### config.mk
export PLATFORM = sky130hd
export DESIGN_NAME = boot_mode_ctrl
export DESIGN_NICKNAME = d
export VERILOG_FILES = /design/src/rtl/boot_mode_pkg.sv /design/src/rtl/boot_mode_ctrl.sv
export SDC_FILE = /design/constraint.sdc
export NUM_CORES = 1
export LEC_CHECK = 0
export ABC_AREA = 1
export BUFFER_PORTS_ARGS = -buffer_cell sky130_fd_sc_hd__buf_4
export CORE_ASPECT_RATIO = 2
export CORE_UTILIZATION = 45
export CTS_BUF_LIST = sky130_fd_sc_hd__clkbuf_8 sky130_fd_sc_hd__clkbuf_16
export DETAILED_ROUTE_END_ITERATION = 8
export PLACE_DENSITY = 0.66
export SLEW_MARGIN = 20
export SYNTH_ARGS = -nofsm -noshare
export SYNTH_HDL_FRONTEND = slang
export SYNTH_SLANG_ARGS = --single-unit
### constraint.sdc
create_clock -name core_clk -period 3.6 [get_ports core_clk]
set_clock_uncertainty 0.15 [all_clocks]
set_input_delay 1.08 -clock core_clk [delete_from_list [all_inputs] [get_ports core_clk]]
set_output_delay 1.08 -clock core_clk [all_outputs]
set_load 0.005 [all_outputs]
### src/rtl/boot_mode_pkg.sv
// constants and types for boot mode selection and reduced-power run
package boot_mode_pkg;

  // ----------------------------------------
  // register map
  // ----------------------------------------
  localparam logic [7:0]  ADDR_CTRL   = 8'h00;
  localparam logic [7:0]  ADDR_STATUS = 8'h04;
  localparam logic [7:0]  ADDR_SEMA   = 8'h08;
  localparam logic [7:0]  ADDR_CRC    = 8'h0C;
  localparam int          CTRL_REQ    = 0;
  localparam int          CTRL_WAKE   = 1;
  localparam int          CTRL_LOW_VOLTAGE_DETECT_ENABLE   = 2;
  localparam int          CTRL_STOP_LOW_VOLTAGE_DETECT_ENABLE  = 3;
  localparam int          CTRL_PIN    = 4;
  localparam logic [4:0]  CTRL_RESET  = 5'h0C;

  // ----------------------------------------
  // flash layout and values
  // ----------------------------------------
  localparam logic [15:0] CRC_FIRST   = 16'h1000;
  localparam logic [15:0] CRC_LAST    = 16'hFB00;
  localparam logic [15:0] CRC_INIT    = 16'hFFFF;
  localparam logic [15:0] CRC_POLY    = 16'h1021;
  localparam logic [15:0] LOC_BYPASS  = 16'hFFB0;
  localparam logic [15:0] LOC_CRC_HI  = 16'hFFB1;
  localparam logic [15:0] LOC_CRC_LO  = 16'hFFB2;
  localparam logic [15:0] LOC_ERASE   = 16'hFFB3;
  localparam logic [15:0] RESET_VEC   = 16'hFFFE;
  localparam logic [7:0]  SEMA_BOOT   = 8'hC3;
  localparam logic [7:0]  BYTE_ZERO   = 8'h00;
  localparam logic [7:0]  BYTE_ERASED = 8'hFF;

  // ----------------------------------------
  // timing
  // ----------------------------------------
  localparam int          SETTLE_CYC  = 16;

  typedef enum logic [1:0] {MODE_PENDING, MODE_BOOT, MODE_USER, MODE_BACKGROUND} mode_t;
  typedef enum logic [2:0] {S_SETTLE, S_ERASE, S_DECIDE, S_BYPASS, S_CRC_HI, S_CRC_LO,
                            S_SCAN, S_DONE} seq_t;

endpackage

### src/rtl/boot_mode_ctrl.sv
// boot mode selection after reset and reduced-power run control
`timescale 1ns/1ps
module boot_mode_ctrl
(
  // clock and reset
  input  wire logic         core_clk,
  input  wire logic         reset_n,
  input  wire logic         por_reset,
  // mode pins
  input  wire logic         boot_select_pin,
  input  wire logic         debug_mode_select_pin,
  output logic              boot_pin_out,
  output logic              boot_pin_oe_n,
  output logic              boot_pin_pullup,
  // flash read port
  output logic              flash_rd,
  output logic [15:0]       flash_addr,
  input  wire logic [7:0]   flash_rdata,
  // mode result
  output boot_mode_pkg::mode_t mode,
  output logic              mode_valid,
  output logic              cpu_start,
  output logic [15:0]       start_vector,
  output logic              partial_erase_allowed,
  // power control
  input  wire logic         irq_pending,
  output logic              regulator_standby,
  output logic              low_voltage_detect_active,
  output logic              low_voltage_warning_active,
  // apb
  input  wire logic         psel,
  input  wire logic         penable,
  input  wire logic         pwrite,
  input  wire logic [7:0]   paddr,
  input  wire logic [31:0]  pwdata,
  output logic [31:0]       prdata,
  output logic              pready,
  output logic              pslverr
);

  // ----------------------------------------
  // pin synchronisers
  // ----------------------------------------
  logic [1:0] boot_sync;
  logic [1:0] dbg_sync;

  always_ff @(posedge core_clk)
  begin
    boot_sync <= {boot_sync[0], boot_select_pin};
    dbg_sync  <= {dbg_sync[0], debug_mode_select_pin};
  end

  // ----------------------------------------
  // crc step
  // ----------------------------------------
  function automatic logic [15:0] crc_step(input logic [15:0] crc, input logic [7:0] data);
    logic [15:0] c;
    c = crc ^ {data, 8'h00};
    for (int i = 0; i < 8; i++)
    begin
      c = c[15] ? ((c << 1) ^ boot_mode_pkg::CRC_POLY) : (c << 1);
    end
    return c;
  endfunction

  // ----------------------------------------
  // sequencer state
  // ----------------------------------------
  boot_mode_pkg::seq_t state;
  logic [4:0]  settle_cnt;
  logic        rd_wait;
  logic        por_seen;
  logic        sampled_boot_select;
  logic        sampled_debug;
  logic [7:0]  bypass_byte;
  logic [7:0]  erase_byte;
  logic [15:0] stored_flash_checksum;
  logic [15:0] crc_value;
  logic        crc_ran;
  logic [7:0]  boot_reentry_semaphore;
  logic [4:0]  ctrl;
  logic        reduced_power_request;
  logic        regulator_standby_status;
  logic        got;

  assign got = rd_wait;

  // flash reads: strobe and address registered together, data taken in that same cycle
  always_ff @(posedge core_clk)
  begin
    if (!reset_n)
    begin
      flash_rd   <= 1'b0;
      flash_addr <= 16'h0000;
      rd_wait    <= 1'b0;
    end
    else
    begin
      flash_rd <= 1'b0;
      rd_wait  <= 1'b0;
      if (!rd_wait && state inside {boot_mode_pkg::S_ERASE, boot_mode_pkg::S_BYPASS,
          boot_mode_pkg::S_CRC_HI, boot_mode_pkg::S_CRC_LO, boot_mode_pkg::S_SCAN})
      begin
        flash_rd <= 1'b1;
        rd_wait  <= 1'b1;
        case (state)
          boot_mode_pkg::S_ERASE:  flash_addr <= boot_mode_pkg::LOC_ERASE;
          boot_mode_pkg::S_BYPASS: flash_addr <= boot_mode_pkg::LOC_BYPASS;
          boot_mode_pkg::S_CRC_HI: flash_addr <= boot_mode_pkg::LOC_CRC_HI;
          boot_mode_pkg::S_CRC_LO: flash_addr <= boot_mode_pkg::LOC_CRC_LO;
          boot_mode_pkg::S_SCAN:
          begin
            if (!crc_ran)
              flash_addr <= boot_mode_pkg::CRC_FIRST;
            else
              flash_addr <= flash_addr + 16'h0001;
          end
          default: flash_addr <= flash_addr;
        endcase
      end
    end
  end

  // mode sequence, latched once per reset
  always_ff @(posedge core_clk)
  begin
    if (!reset_n)
    begin
      state                 <= boot_mode_pkg::S_SETTLE;
      settle_cnt            <= 5'h00;
      por_seen              <= 1'b0;
      sampled_boot_select   <= 1'b1;
      sampled_debug         <= 1'b1;
      bypass_byte           <= 8'h00;
      erase_byte            <= 8'hFF;
      stored_flash_checksum <= 16'h0000;
      crc_value             <= boot_mode_pkg::CRC_INIT;
      crc_ran               <= 1'b0;
      mode                  <= boot_mode_pkg::MODE_PENDING;
      mode_valid            <= 1'b0;
      cpu_start             <= 1'b0;
    end
    else
    begin
      cpu_start <= 1'b0;
      case (state)
        boot_mode_pkg::S_SETTLE:
        begin
          if (settle_cnt == 5'h00)
            por_seen <= por_reset;
          settle_cnt <= settle_cnt + 5'h01;
          if (settle_cnt == 5'(boot_mode_pkg::SETTLE_CYC - 1))
          begin
            sampled_boot_select <= boot_sync[1];
            sampled_debug       <= dbg_sync[1];
            state               <= boot_mode_pkg::S_ERASE;
          end
        end
        boot_mode_pkg::S_ERASE:
          if (got)
          begin
            erase_byte <= flash_rdata;
            state      <= boot_mode_pkg::S_DECIDE;
          end
        boot_mode_pkg::S_DECIDE:
        begin
          state <= boot_mode_pkg::S_DONE;
          if (!por_seen)
            mode <= (boot_reentry_semaphore == boot_mode_pkg::SEMA_BOOT) ?
                    boot_mode_pkg::MODE_BOOT : boot_mode_pkg::MODE_USER;
          else if (!sampled_boot_select && !sampled_debug)
            mode <= boot_mode_pkg::MODE_BACKGROUND;
          else if (!sampled_boot_select)
            mode <= boot_mode_pkg::MODE_BOOT;
          else
            state <= boot_mode_pkg::S_BYPASS;
        end
        boot_mode_pkg::S_BYPASS:
          if (got)
          begin
            bypass_byte <= flash_rdata;
            state       <= boot_mode_pkg::S_DONE;
            if (flash_rdata == boot_mode_pkg::BYTE_ZERO)
              mode <= boot_mode_pkg::MODE_USER;
            else if (flash_rdata != boot_mode_pkg::BYTE_ERASED)
              mode <= boot_mode_pkg::MODE_BOOT;
            else
              state <= boot_mode_pkg::S_CRC_HI;
          end
        boot_mode_pkg::S_CRC_HI:
          if (got)
          begin
            stored_flash_checksum[15:8] <= flash_rdata;
            state                       <= boot_mode_pkg::S_CRC_LO;
          end
        boot_mode_pkg::S_CRC_LO:
          if (got)
          begin
            stored_flash_checksum[7:0] <= flash_rdata;
            state                      <= boot_mode_pkg::S_SCAN;
          end
        boot_mode_pkg::S_SCAN:
          if (got)
          begin
            crc_ran   <= 1'b1;
            crc_value <= crc_step(crc_value, flash_rdata);
            if (flash_addr == boot_mode_pkg::CRC_LAST)
            begin
              state <= boot_mode_pkg::S_DONE;
              mode  <= (crc_step(crc_value, flash_rdata) == stored_flash_checksum) ?
                       boot_mode_pkg::MODE_USER : boot_mode_pkg::MODE_BOOT;
            end
          end
        boot_mode_pkg::S_DONE:
        begin
          mode_valid <= 1'b1;
          cpu_start  <= !mode_valid && (mode == boot_mode_pkg::MODE_USER);
        end
        default: state <= boot_mode_pkg::S_SETTLE;
      endcase
    end
  end

  assign start_vector          = boot_mode_pkg::RESET_VEC;
  assign partial_erase_allowed = mode_valid && (erase_byte == boot_mode_pkg::BYTE_ZERO);

  // ----------------------------------------
  // boot pin: pull-up until decided, then output
  // ----------------------------------------
  always_ff @(posedge core_clk)
  begin
    if (!reset_n)
    begin
      boot_pin_pullup <= 1'b1;
      boot_pin_oe_n   <= 1'b1;
      boot_pin_out    <= 1'b0;
    end
    else
    begin
      boot_pin_pullup <= !mode_valid;
      boot_pin_oe_n   <= !mode_valid;
      boot_pin_out    <= ctrl[boot_mode_pkg::CTRL_PIN];
    end
  end

  // ----------------------------------------
  // apb registers
  // ----------------------------------------
  logic wr_en;
  logic mapped;

  assign wr_en   = psel && penable && pwrite;
  assign mapped  = paddr inside {boot_mode_pkg::ADDR_CTRL, boot_mode_pkg::ADDR_STATUS,
                                 boot_mode_pkg::ADDR_SEMA, boot_mode_pkg::ADDR_CRC};
  assign pready  = 1'b1;
  assign pslverr = psel && penable && !mapped;

  // semaphore survives every reset except power-on
  always_ff @(posedge core_clk)
  begin
    if (!reset_n && por_reset)
      boot_reentry_semaphore <= 8'h00;
    else if (reset_n && wr_en && paddr == boot_mode_pkg::ADDR_SEMA)
      boot_reentry_semaphore <= pwdata[7:0];
  end

  always_ff @(posedge core_clk)
  begin
    if (!reset_n)
      ctrl <= boot_mode_pkg::CTRL_RESET;
    else if (wr_en && paddr == boot_mode_pkg::ADDR_CTRL)
      ctrl <= pwdata[4:0];
  end

  // request and standby status
  always_ff @(posedge core_clk)
  begin
    if (!reset_n)
    begin
      reduced_power_request    <= 1'b0;
      regulator_standby_status <= 1'b0;
    end
    else if (wr_en && paddr == boot_mode_pkg::ADDR_CTRL)
    begin
      reduced_power_request    <= pwdata[boot_mode_pkg::CTRL_REQ];
      regulator_standby_status <= reduced_power_request;
    end
    else if (irq_pending && ctrl[boot_mode_pkg::CTRL_WAKE])
    begin
      reduced_power_request    <= 1'b0;
      regulator_standby_status <= 1'b0;
    end
    else
      regulator_standby_status <= reduced_power_request;
  end

  assign regulator_standby = regulator_standby_status;
  assign low_voltage_detect_active  = ctrl[boot_mode_pkg::CTRL_LOW_VOLTAGE_DETECT_ENABLE] &&
                                      !regulator_standby_status;
  assign low_voltage_warning_active = ctrl[boot_mode_pkg::CTRL_LOW_VOLTAGE_DETECT_ENABLE] &&
                                      !regulator_standby_status;

  always_ff @(posedge core_clk)
  begin
    if (!reset_n)
      prdata <= 32'h0000_0000;
    else if (psel && !penable && !pwrite)
      case (paddr)
        boot_mode_pkg::ADDR_CTRL:
          prdata <= {27'h0, ctrl[4:1], reduced_power_request};
        boot_mode_pkg::ADDR_STATUS:
          prdata <= {24'h0, crc_ran, partial_erase_allowed, por_seen, sampled_debug,
                     sampled_boot_select, mode, regulator_standby_status};
        boot_mode_pkg::ADDR_SEMA:
          prdata <= {24'h0, boot_reentry_semaphore};
        boot_mode_pkg::ADDR_CRC:
          prdata <= {stored_flash_checksum, crc_value};
        default:
          prdata <= 32'h0000_0000;
      endcase
  end
endmodule

=== Word-level counts from Yosys, hierarchy flattened ===
Index checks and enable logic that the tools add are counted.

* Register bits: 126
* Bits of input ports: 57
* Output and inout bits: 78
* Logic and storage cells: 142

* Add/subtract/negate cells: 2
* Eq/ne operators: 25
* Mux-type cells: 39
* Bitwise gates (word level): 9
* Reduce and logical (&&, ||, !) cells: 43

{| class="wikitable"
|+ Operators by type and width
! kind !! count
|-
| 32-bit case mux with 4 select lines || 1
|-
| 13-bit two-way mux || 8
|-
| 16-bit case mux with 5 select lines || 1
|-
| 3-bit two-way mux || 10
|-
| 8-bit zero test || 3
|-
| 2-bit two-way mux || 12
|-
| 3-bit inverter || 8
|-
| 3-bit case mux with 7 select lines || 1
|-
| 16-bit by 1-bit adder with 16-bit output, second input constant || 1
|-
| 16-bit equality test || 1
|-
| 16-bit equality test, second input constant || 1
|-
| 8-bit by 4-bit equality test with 1-bit output, second input constant || 2
|-
| 16-bit two-way mux || 1
|-
| 2-bit AND reduction || 8
|-
| 16-bit XOR || 1
|-
| 1-bit logical AND || 15
|-
| 3-bit equality test, second input constant || 4
|-
| 2-bit != test, second input constant || 6
|-
| 1-bit zero test || 9
|-
| 8-bit by 3-bit equality test with 1-bit output, second input constant || 1
|-
| 8-bit equality test, second input constant || 1
|-
| 8-bit != test, second input constant || 1
|-
| 8-bit AND reduction || 1
|-
| 7-bit nonzero test || 1
|-
| other kinds (16) || 20
|}

=== Depth between registers and ports, before layout ===
Gate-level depths: netlist (run 1).

* Depth in word-level cells: 22
* Depth in mapped cells: 15
* Gate-level depth less buffers: 15

=== Worst setup path before layout (run 1) ===
OpenSTA, ideal clock, no wires.

* Path type: input to output
* Start: input port paddr[7]
* End: output port pslverr
* Data arrival time: 1466 ps
* Data required time: 2370 ps
* Setup slack: 904 ps
* Stages on the path: 6
* Path buffers: 0
* Cell sequence: nor2_1 > nand2_1 > inv_1 > nand2_1 > nand3_1 > inv_1

* Word-level cells in the longest chain between the ends: 4
* Elaborated cells on any way between the ends: 7
* Those cells by class: 3 x eq/ne; 4 x reduce/logical

{| class="wikitable"
|+ Ends and longest elaborated chain
! element !! RTL line !! text
|-
| from (decl) || boot_mode_ctrl.sv:34 || <nowiki>input wire logic [7:0] paddr,</nowiki>
|-
| 8-bit by 3-bit equality test with 1-bit output, or another cell as far along || boot_mode_ctrl.sv:253 || <nowiki>assign mapped = paddr inside {boot_mode_pkg::ADDR_CTRL, boot_mode_pkg::ADDR_STATUS,</nowiki>
|-
| 4-bit nonzero test * || boot_mode_ctrl.sv:253 ||
|-
| 1-bit zero test * || boot_mode_ctrl.sv:256 || <nowiki>assign pslverr = psel && penable && !mapped;</nowiki>
|-
| 1-bit logical AND * || boot_mode_ctrl.sv:256 ||
|-
| to (decl) || boot_mode_ctrl.sv:38 || <nowiki>output logic pslverr</nowiki>
|}

Every way passes the cells marked *; elsewhere a longest branch is shown, timed or not.

=== Final worst setup path (run 1) ===
Same ends and word-level chain as after synthesis.

==> impl_results.md, run 1 <==
* Result of the run: finished with violations
* Violations in the final reports: DRC
* PostCTS Resize Cnt at 0
* Filler-free cell count of the finished design at 1133
* Slew at the pin with the worst max-slew slack at about 0.66 ns
* Total placed cells including tap cells at about 1100
* Antenna violations before repair at 0
* Power density normalized to cell area at 596 nW/µm²
* Layout overhead on the synthesized area at 21.5%
* Pre-Repair DR Iteration Count at 9
* P_leak at approximately 3.4 nW
* Worst slack after detailed placement at ~0.63 ns
* Clock Tree Buf Depth at 2
* Via count normalized by instance count at between 5 and 6
* Number of enable-type register cells in the synthesized netlist at 0
* Post-layout utilization of the core at 55.9%
* Unrepaired setup endpoints after global routing: false
* Ratio of cells with drive above 1 in the final layout at between 10% and 20%
* Min-Delay Startpoint: boot_sync[0]
* Final critical-path required period at 2.97 ns
* First-pass GRT wire length at roughly 29 mm
* Min Hold Slack at 0.178 ns
* Number of rows in the core area at 60
* Clock-pin transition on the worst setup and hold timing paths at about 0.06 ns
* Reg2reg path depth at 10
* Most common cell after layout, fill and taps aside: sky130_fd_sc_hd__nand2_1
* Clock Power Share at about two fifths
* Area of the mapped netlist at ~6000 µm²
* Net total in the final layout at 1027
* Flop and latch count out of synthesis at between 100 and 150
* Hold violation count in the final report at 0
* Io pins at ~140
* Clock tree from TritonCTS: built
* CP Launch Type: input port
* Chain of cells forming the critical path: buf_4 -> nor2_1 -> nand2_1 -> inv_1 -> nand2_1 -> nand3_1 -> inv_1 -> buf_4
* Vias post-DR at between 6000 and 7000
* FF-to-FF Start: state[2]
* Worst Path Class, Setup: input port to output pin
* Average size of a mapped cell at 7.01 µm²
* Placed Instance Area at just under 7000 µm²
* Fraction of synthesis flops using an asynchronous set or reset pin at 0%
* Final number of max-transition violations at 0
* Number of instances on the worst hold path at 0
* Wire length per cell at 15.7 µm
* Maximum number of pins on one net before global-route repair at 58
* DRC violation count after routing at 9
* CP Data Arrival Time at ~1.7 ns
* Net switching power of the design at ~1.5 mW
* Number of different library cells in the post-synthesis netlist at 43
* Root buffer selected by CTS: sky130_fd_sc_hd__clkbuf_16
* R2R Path End: mode[1]
* Worst endpoint required time at about 2.4 ns
* Final critical-path share of the clock period at around 82%
* Longest individual stage delay on the worst path at around 0.12 ns
* H-tree level count at 4
* Synthesized instance count at approximately 880
* Setup slack on the worst flop-to-flop path at 1.40 ns
* Dominant synthesized flop cell: sky130_fd_sc_hd__dfxtp_1
* Commonest cells after routing, fill and taps aside: 190 x sky130_fd_sc_hd__nand2_1, 125 x sky130_fd_sc_hd__dfxtp_1, 104 x sky130_fd_sc_hd__inv_1
* Sequential area share after synthesis at between 40% and 50%
* Post-DP HPWL at between 10 and 15 mm
* GRT Residual Overflow at 0
* Die outline width at around 85 µm
* Total non-filler cell area in the finished layout at roughly 7500 µm²
* FF/Latch Area at about 2500 µm²
* Initial DRC count at 259
* Vias in the first global route at about 5900
* Num CTS Buffers at 17
* Total Routing Usage GR at about a quarter
* Relative max-transition margin at a little under three fifths
* Final setup violation count at 0
* Highest clock frequency the design can meet at 337 MHz
* Footprint of the multi-input gates at 3040 µm²
* Starting utilization of the core area at between 40% and 50%
* Final TNS setup at 0 ns
* Switching Share at 32.9%
* Die Footprint at ~14000 µm²
* Std-Cell Core Area at 13400 µm²
* Final worst slack at roughly 0.63 ns
* CP max stage cell: sky130_fd_sc_hd__buf_4
* # fillers at 1332
* Post-CTS setup-driven buffer insertion count at 0
* Antenna diode count at 0
* Worst-path maximum fanout at 5
* Share of total power in sequential cells at about two fifths
* Weighted congestion reported at the end of routability-driven placement at slightly above 0.9
* Max Cap Viol at 0
* Internal cell power at roughly 3.0 mW
* Endpoint of the worst hold path: boot_sync[1]
* Total design power at ~4.5 mW
* Clk sink count at 125
* I/O Buffers at between 90 and 100
* Count of synthesis-stage warnings from yosys at 0
* Clk Latency, worst-skew pair at between 0.4 and 0.5 ns
* Total wire length at between 15 and 20 mm
* Vertical die dimension at 168 µm
* Category of the worst setup path capture point: output pin
* Detail Route Antenna Nets at 0
* Type of the tightest min-delay check: flip-flop to flip-flop
* Peak supply drop at between 0.3 and 0.4 mV
* Hold_buf cts at 0
* Proportion of power drawn by combinational gates at between 20% and 30%
## worst max-delay path, delay by kind of cell
family | cells | cell delay, ns
buffers and inverters | 4 | 0.38
AND/OR/NAND/NOR | 4 | 0.28
## how the worst max path moves through the flow
stage,startpoint,endpoint,slack (ns),cells past startpoint
finish,paddr[7],pslverr,0.63,8
global route,paddr[7],pslverr,0.51,8
CTS,paddr[7],pslverr,0.63,8
detailed placement,paddr[7],pslverr,0.63,8
global placement,paddr[7],pslverr,0.63,8
floorplan,paddr[7],pslverr,0.90,6
## state kept, by name, summed over array words and instances (netlist names), 2 cells and up
register	flops
boot_reentry_semaphore	8
boot_sync	2
erase_byte	8
flash_addr	16
crc_value	16
settle_cnt	5
state	3
dbg_sync	2
mode	2
prdata	32
ctrl	4
stored_flash_checksum	16
## final cells by class
type / instances / share of cell area, %
Clock buffer: 18 / 5.85
Clock inverter: 14 / 2.10
Inverter: 112 / 5.60
Multi-Input combinational cell: 609 / 40.5
Sequential cell: 125 / 33.3
Tap cell: 155 / 2.58
Timing Repair Buffer: 100 / 10.0
## layer usage
layer | up-vias | global-route usage, % | routed length (µm)
met5 | - | 0 | 0
met4 | 0 | 16.2 | 957
met3 | 51 | 4.53 | 598
met2 | 148 | 50.0 | 9800
met1 | 2793 | 25.9 | 6450
li1 | 3065 | - | -
## synth_stat cells (2+ instances only)
master / number / area [µm²]
sky130_fd_sc_hd__xnor2_1: 2 / 17.5
sky130_fd_sc_hd__buf_2: 8 / 40.0
sky130_fd_sc_hd__clkbuf_1: 21 / 78.8
sky130_fd_sc_hd__a22o_1: 2 / 17.5
sky130_fd_sc_hd__o21ai_1: 3 / 15.0
sky130_fd_sc_hd__nand2_1: 190 / 713
sky130_fd_sc_hd__a221oi_1: 7 / 61.3
sky130_fd_sc_hd__dfxtp_1: 125 / 2500
sky130_fd_sc_hd__nor3b_1: 2 / 15.0
sky130_fd_sc_hd__inv_1: 104 / 390
sky130_fd_sc_hd__o211ai_1: 18 / 135
sky130_fd_sc_hd__inv_2: 8 / 30.0
sky130_fd_sc_hd__xor2_1: 2 / 17.5
sky130_fd_sc_hd__o22ai_1: 8 / 50.1
sky130_fd_sc_hd__nor2_1: 42 / 158
sky130_fd_sc_hd__o21ai_0: 96 / 480
sky130_fd_sc_hd__conb_1: 2 / 7.51
sky130_fd_sc_hd__nand4_1: 11 / 68.8
sky130_fd_sc_hd__a21oi_2: 2 / 17.5
sky130_fd_sc_hd__buf_4: 20 / 150
sky130_fd_sc_hd__nand3_2: 3 / 30.0
sky130_fd_sc_hd__nor2_2: 6 / 37.5
sky130_fd_sc_hd__nor2_4: 3 / 33.8
sky130_fd_sc_hd__nor3_1: 5 / 25.0
sky130_fd_sc_hd__nand3_1: 49 / 245
sky130_fd_sc_hd__ha_1: 5 / 62.6
sky130_fd_sc_hd__nor3_2: 2 / 20.0
sky130_fd_sc_hd__a21oi_1: 89 / 445
sky130_fd_sc_hd__nor4_1: 10 / 62.6
sky130_fd_sc_hd__a211oi_1: 4 / 30.0
sky130_fd_sc_hd__nand2_2: 20 / 125
sky130_fd_sc_hd__buf_1: 2 / 7.51
## kinds of logic after synthesis
group | count (synthesis) | synth area share, %
AND/OR/NAND/NOR | 350 | 25.8
AO/OA/AOI/OAI | 233 | 20.7
buffers and inverters | 163 | 11.3
flip-flops | 125 | 40.5
adder cells (fa/ha/maj) | 5 | 1.01
XOR/XNOR | 4 | 0.567
other | 2 | 0.122
## power by group through the flow
stage / clock network, mW / logic, mW / registers [mW]
2_1_floorplan: 0 / 0.694 / 1.70
3_3_place_gp: 0 / 1.01 / 1.75
3_5_place_dp: 0 / 1.03 / 1.75
4_1_cts: 1.74 / 1.03 / 1.72
5_1_grt: 1.80 / 1.17 / 1.74
6_report: 1.73 / 1.03 / 1.72
No activity file was read; power rests on OpenSTA's default activity.
==> run 2, diff against run 1 <==
==> constraint.sdc (replaced) <==
create_clock -name core_clk -period 2.8 [get_ports core_clk]
set_clock_uncertainty 0.15 [all_clocks]
set_input_delay 0.84 -clock core_clk [delete_from_list [all_inputs] [get_ports core_clk]]
set_output_delay 0.84 -clock core_clk [all_outputs]
set_load 0.005 [all_outputs]
==> run 2 against run 1 <==
  * The flow still finishes with violations (DRC)
  * Sequential power increased by 28%
  * Worst hold slack got worse by 0.0039 ns
  * Power increased by 33%
  * Die area unchanged
  * Core utilization increased by 0.79 points
  * Via count decreased by 0.12%
  * Critical path depth unchanged
  * Combinational power increased by 28%
==> impl_results.md, run 2 (synthesized netlist as in run 1, its figures left out) <==
* Antenna diode count at 0 (unchanged)
* Max Cap Viol at 0 (unchanged)
* Post-DP HPWL at 13.5 mm (about the same)
* Die Footprint at 14200 µm² (unchanged)
* DRC violation count after routing at 9 (unchanged)
* H-tree level count at 4 (unchanged)
* Type of the tightest min-delay check: flip-flop to flip-flop
* Violations in the final reports: DRC
* Antenna violations before repair at 0 (unchanged)
* Total Routing Usage GR at 26.1% (-0.22 points)
* Relative max-transition margin at 60.7% (+4.9 points)
* Slew at the pin with the worst max-slew slack at 0.589 ns (-0.0711 ns)
* Vertical die dimension at 168 µm (unchanged)
* Net total in the final layout at 1032 (+0.49%)
* Post-CTS setup-driven buffer insertion count at 0 (unchanged)
* Endpoint of the worst hold path: boot_sync[1]
* Initial DRC count at 317 (+22%)
* Final setup violation count at 0 (unchanged)
* Number of instances on the worst hold path at 0 (unchanged)
* R2R Path End: mode[1]
* Clk sink count at 125 (unchanged)
* Starting utilization of the core area at 46.0% (unchanged)
* Placed Instance Area at 6970 µm² (+0.91%)
* Highest clock frequency the design can meet at ~400 MHz
* Pre-Repair DR Iteration Count at 9 (unchanged)
* First-pass GRT wire length at 28.7 mm (-1.3%)
* Unrepaired setup endpoints after global routing: false
* Detail Route Antenna Nets at 0 (unchanged)
* Worst Path Class, Setup: input port to output pin
* Clock Tree Buf Depth at 2 (unchanged)
* Weighted congestion reported at the end of routability-driven placement at 0.926 (-0.40%)
* Total wire length at 17.9 mm (+0.69%)
* Vias post-DR at 6050 (-0.12%)
* Vias in the first global route at 5883 (-0.41%)
* Commonest cells after routing, fill and taps aside: 190 x sky130_fd_sc_hd__nand2_1, 125 x sky130_fd_sc_hd__dfxtp_1, 104 x sky130_fd_sc_hd__inv_1
* # fillers at 1309 (-1.7%)
* Number of rows in the core area at 60 (unchanged)
* Peak supply drop at 0.466 mV (+40%)
* Hold violation count in the final report at 0 (unchanged)
* Largest register by flop count: prdata
* Hold_buf cts at 0 (unchanged)
* Final number of max-transition violations at 0 (unchanged)
* Clock-pin transition on the worst setup and hold timing paths at 0.06 ns (about the same)
* FF-to-FF Start: crc_value[15]
* Root buffer selected by CTS: sky130_fd_sc_hd__clkbuf_16
* Worst endpoint required time at 1.81 ns (-0.56 ns)
* Final critical-path required period at between 2 and 2.5 ns
* CP Data Arrival Time at 1.49 ns (-0.25 ns)
* Via count normalized by instance count at 5.32 (-0.55%)
* Result of the run: finished with violations
* Final TNS setup at 0 ns (unchanged)
* Category of the worst setup path capture point: output pin
* Die outline width at 84.9 µm (unchanged)
* Clock tree from TritonCTS: built
* Number of flip-flops in the largest register at 32 (unchanged)
* Std-Cell Core Area at 13400 µm² (unchanged)
* P_leak at 3.42 nW (+1.3%)
* CP Launch Type: input port
* Layout overhead on the synthesized area at 23.2%
* Total non-filler cell area in the finished layout at 7610 µm² (+1.4%)
* GRT Residual Overflow at 0 (unchanged)
* Power density normalized to cell area at 780 nW/µm² (+31%)
* Most common cell after layout, fill and taps aside: sky130_fd_sc_hd__nand2_1
* Maximum number of pins on one net before global-route repair at 58 (unchanged)
* Wire length per cell at 15.8 µm (+0.25%)
* Io pins at 135 (unchanged)
* I/O Buffers at 93 (unchanged)
* Setup slack on the worst flop-to-flop path at 0.70 ns (-0.70 ns)
* Num CTS Buffers at 17 (unchanged)
* PostCTS Resize Cnt at 0 (unchanged)
* Reg2reg path depth at 14 (+4)
* Worst-path maximum fanout at 5 (unchanged)
* Min-Delay Startpoint: boot_sync[0]
* Clk Latency, worst-skew pair at 0.43 ns (about the same)
* Ratio of cells with drive above 1 in the final layout at 18.8% (+0.42 points)
* Final critical-path share of the clock period at 88.6%
run 2: cell types whose count changed in the layout (fill, tap and decap cells not counted):
| cell | previous run | this run |
|---|---|---|
| sky130_fd_sc_hd__clkinv_4 | 6 | 2 |
| sky130_fd_sc_hd__buf_4 | 100 | 103 |
| sky130_fd_sc_hd__clkinvlp_4 | 0 | 3 |
| sky130_fd_sc_hd__buf_12 | 0 | 2 |
| sky130_fd_sc_hd__bufinv_16 | 2 | 4 |
| sky130_fd_sc_hd__inv_6 | 4 | 2 |
| sky130_fd_sc_hd__clkbuf_8 | 1 | 2 |
run 2: where the power goes:
part	total, mW	internal, mW	switching, mW
clock network	2.40	1.54	0.864
registers	2.21	1.99	0.221
logic	1.32	0.521	0.804
total	5.94	4.05	1.89
run 2: through the flow:
step                      setup WS [ns]  hold slack, ns  cells  power (mW)  util, %
final                             0.319           0.174   1138        5.94     56.7
after CTS                         0.312           0.175   1138        5.96     56.7
after global placement            0.292           0.162   1106        3.56     51.9
after floorplan                   0.584           0.160    897        3.08        -
after detailed placement          0.246           0.165   1106        3.57     51.9
after global routing              0.210           0.183   1138        6.24     56.7
run 2: final cells by class:
cell class                      count  area [µm²]  share of cell area, %
Inverter                          112         420                   5.52
Tap cell                          155         194                   2.55
Clock buffer                       19         453                   5.95
Timing Repair Buffer              105         813                   10.7
Multi-Input combinational cell    609        3040                   40.0
Sequential cell                   125        2500                   32.9
Clock inverter                     13         188                   2.47
run 2: how the worst max path moves through the flow:
stage | start | to | slack [ns] | depth (start not counted)
floorplan | paddr[7] | pslverr | 0.58 | 6
global placement | flash_rdata[6] | mode[1] | 0.29 | 14
detailed placement | flash_rdata[6] | mode[1] | 0.25 | 14
CTS | paddr[7] | pslverr | 0.31 | 8
global route | paddr[5] | pslverr | 0.21 | 8
finish | paddr[5] | pslverr | 0.32 | 8
run 2: metal layers:
metal  up-vias  wire length [µm]  track usage [%]
li1       3072                 -                -
met1      2751              6630             25.5
met2       164              9700             49.5
met3        63               608             4.73
met4         0               986             16.3
met5         -                 0                0
run 2: worst max-delay path, stage by stage:
cell and delay, ns:
sky130_fd_sc_hd__buf_4 0.11, sky130_fd_sc_hd__nor2_1 0.09, sky130_fd_sc_hd__nand2_1 0.05, sky130_fd_sc_hd__inv_1 0.11, sky130_fd_sc_hd__nand2_1 0.06, sky130_fd_sc_hd__nand3_1 0.07, sky130_fd_sc_hd__inv_1 0.04, sky130_fd_sc_hd__buf_4 0.12
==> run 3, diff against run 2 <==
--- a/config.mk
+++ b/config.mk
@@ -11,7 +11,7 @@
 export CORE_UTILIZATION = 45
 export CTS_BUF_LIST = sky130_fd_sc_hd__clkbuf_8 sky130_fd_sc_hd__clkbuf_16
 export DETAILED_ROUTE_END_ITERATION = 8
-export PLACE_DENSITY = 0.66
+export PLACE_DENSITY = 0.69
 export SLEW_MARGIN = 20
 export SYNTH_ARGS = -nofsm -noshare
 export SYNTH_HDL_FRONTEND = slang
==> constraint.sdc (replaced) <==
create_clock -name core_clk -period 2.1 [get_ports core_clk]
set_clock_uncertainty 0.15 [all_clocks]
set_input_delay 0.63 -clock core_clk [delete_from_list [all_inputs] [get_ports core_clk]]
set_output_delay 0.63 -clock core_clk [all_outputs]
set_load 0.005 [all_outputs]
==> run 3 against run 2 <==
  * The flow finishes with violations (DRC, setup timing)
  * Cell count up 5.1%
  * First-iteration DRC count up 17%
  * Die area unchanged
  * Count of clock-buffer cells in the layout down 2
  * Final area up 6.5%
  * Sequential cell count unchanged
  * Non-clock buffer count up 58
  * Clock power up 22%
  * Combinational power up 51%
  * Wire length up 3.0%
  * Critical endpoint is now partial_erase_allowed
  * Highest routed layer unchanged
==> impl_results.md, run 3 (synthesized netlist as in run 1, its figures left out) <==
* Clock-pin transition on the worst setup and hold timing paths at 0.06 ns (about the same)
* Commonest cells after routing, fill and taps aside: 188 x sky130_fd_sc_hd__nand2_1, 157 x sky130_fd_sc_hd__buf_4, 118 x sky130_fd_sc_hd__dfxtp_1
* Worst endpoint required time at 1.32 ns (-0.49 ns)
* CP Launch Type: flip-flop
* Number of flip-flops in the largest register at 32 (unchanged)
* Clock Tree Buf Depth at 2 (unchanged)
* Antenna diode count at 0 (unchanged)
* Slew at the pin with the worst max-slew slack at 0.549 ns (-0.0398 ns)
* Number of rows in the core area at 60 (unchanged)
* Total wire length at 18.5 mm (+3.0%)
* Result of the run: finished with violations
* Total non-filler cell area in the finished layout at 8110 µm² (+6.5%)
* Post-layout utilization of the core at 60.3% (+3.7 points)
* Highest clock frequency the design can meet at roughly 470 MHz
* Total Routing Usage GR at 26.9% (+0.74 points)
* Worst slack after detailed placement at -0.218 ns (-0.464 ns)
* Num CTS Buffers at 17 (unchanged)
* Post-DP HPWL at 13.7 mm (+1.9%)
* CP Data Arrival Time at 1.37 ns (-0.12 ns)
* Final critical-path share of the clock period at 102%
* Number of instances on the worst hold path at 1 (+1)
* Final number of max-transition violations at 0 (unchanged)
* Net total in the final layout at 1090 (+5.6%)
* Max Cap Viol at 0 (unchanged)
* First-pass GRT wire length at 29.6 mm (+3.1%)
* Worst-path maximum fanout at 2 (-3)
* Wire length per cell at 15.4 µm (-2.0%)
* P_leak at 3.70 nW (+8.3%)
* Clk Latency, worst-skew pair at 0.42 ns (about the same)
* GRT Residual Overflow at 0 (unchanged)
* Die Footprint at 14200 µm² (unchanged)
* Final critical-path required period at ~2.2 ns
* Final setup violation count at 1 (+1)
* Starting utilization of the core area at 46.0% (unchanged)
* Hold_buf cts at 0 (unchanged)
* Pre-Repair DR Iteration Count at 9 (unchanged)
* Die outline width at 84.9 µm (unchanged)
* Vias post-DR at 6334 (+4.7%)
* Clk sink count at 125 (unchanged)
* Clock tree from TritonCTS: built
* Most common cell after layout, fill and taps aside: sky130_fd_sc_hd__nand2_1
* Antenna violations before repair at 0 (unchanged)
* DRC violation count after routing at 7 (-2)
* Weighted congestion reported at the end of routability-driven placement at 0.906 (-2.2%)
* I/O Buffers at 93 (unchanged)
* Final TNS setup at -0.0501 ns (-0.0501 ns)
* Std-Cell Core Area at 13400 µm² (unchanged)
* Relative max-transition margin at 63.3% (+2.7 points)
* Io pins at 135 (unchanged)
* Violations in the final reports: DRC, setup timing
* Hold violation count in the final report at 0 (unchanged)
* Reg2reg path depth at 14 (unchanged)
* Power density normalized to cell area at 969 nW/µm² (+24%)
* Initial DRC count at 372 (+17%)
* Largest register by flop count: prdata
* Ratio of cells with drive above 1 in the final layout at 25.2% (+6.3 points)
* Vertical die dimension at 168 µm (unchanged)
* Maximum number of pins on one net before global-route repair at 80 (+38%)
* Type of the tightest min-delay check: input port to flip-flop
* Root buffer selected by CTS: sky130_fd_sc_hd__clkbuf_16
* Layout overhead on the synthesized area at 31.2%
* Via count normalized by instance count at 5.30 (-0.38%)
* # fillers at 1266 (-3.3%)
* Unrepaired setup endpoints after global routing: true
* Placed Instance Area at 7440 µm² (+6.7%)
* Final worst slack at -0.0501 ns (-0.369 ns)
* Vias in the first global route at 6193 (+5.3%)
* H-tree level count at 4 (unchanged)
* Worst Path Class, Setup: flip-flop to output pin
* Category of the worst setup path capture point: output pin
* Detail Route Antenna Nets at 0 (unchanged)
* Peak supply drop at 0.641 mV (+38%)
## run 3: cell types whose count changed in the layout (fill, tap and decap cells not counted), sizes merged
cell / before / now
buf: 105 / 163
bufinv: 4 / 2
clkbuf: 19 / 17
clkinv: 4 / 7
clkinvlp: 3 / 1
inv: 114 / 117
## run 3: what timing repair did
| item | in CTS | in global routing |
|---|---|---|
| cloned | 0 | 0 |
| pin swaps | 0 | 3 |
| gates resized for setup | 3 | 17 |
| endpoints found under the setup margin | 1 | 6 |
| setup buffers | 1 | 1 |
## run 3: routing by layer
layer,vias up,GRT usage [%],routed length (µm),part of all wire (%)
met5,-,0,0,0
met4,0,17.7,1040,5.6
met3,65,4.53,666,3.6
met2,197,52.0,10200,55
met1,2889,25.1,6590,36
li1,3183,-,-,-
## run 3: through the flow
| step | instances | hold slack [ns] | total power, mW |
|---|---|---|---|
| finish | 1196 | 0.168 | 7.86 |
| global route | 1196 | 0.156 | 8.26 |
| CTS | 1195 | 0.150 | 7.82 |
| detailed placement | 1162 | 0.169 | 4.88 |
| global placement | 1162 | 0.162 | 4.84 |
| floorplan | 897 | 0.160 | 4.11 |
## run 3: power breakdown
group	internal, mW	switching (mW)
combinational	0.836	1.15
sequential	2.66	0.288
clock	1.76	1.16
## run 3: worst paths after layout
| kind | start | end | slack, ns |
|---|---|---|---|
| worst max-delay path | erase_byte[1] | partial_erase_allowed | -0.05 |
| worst min-delay path | debug_mode_select_pin | dbg_sync[0] | 0.17 |
| worst max register to register | crc_value[14] | mode[1] | 0.12 |
| worst min register to register | boot_sync[0] | boot_sync[1] | 0.18 |
## run 3: layout make-up
class                           count  area [µm²]  share of cell area (%)
Multi-Input combinational cell    609        3100                    38.2
Inverter                          112         420                    5.19
Clock buffer                       17         425                    5.25
Timing Repair Buffer              163        1300                    16.0
Clock inverter                     15         161                    1.99
Sequential cell                   125        2510                    31.0
Tap cell                          155         194                    2.39
## run 3: critical path, stage by stage (launching register included)
cell and delay, ns:
sky130_fd_sc_hd__dfxtp_2 0.33, sky130_fd_sc_hd__nor4_4 0.27, sky130_fd_sc_hd__nand2_1 0.13, sky130_fd_sc_hd__nor2_2 0.11, sky130_fd_sc_hd__buf_4 0.12
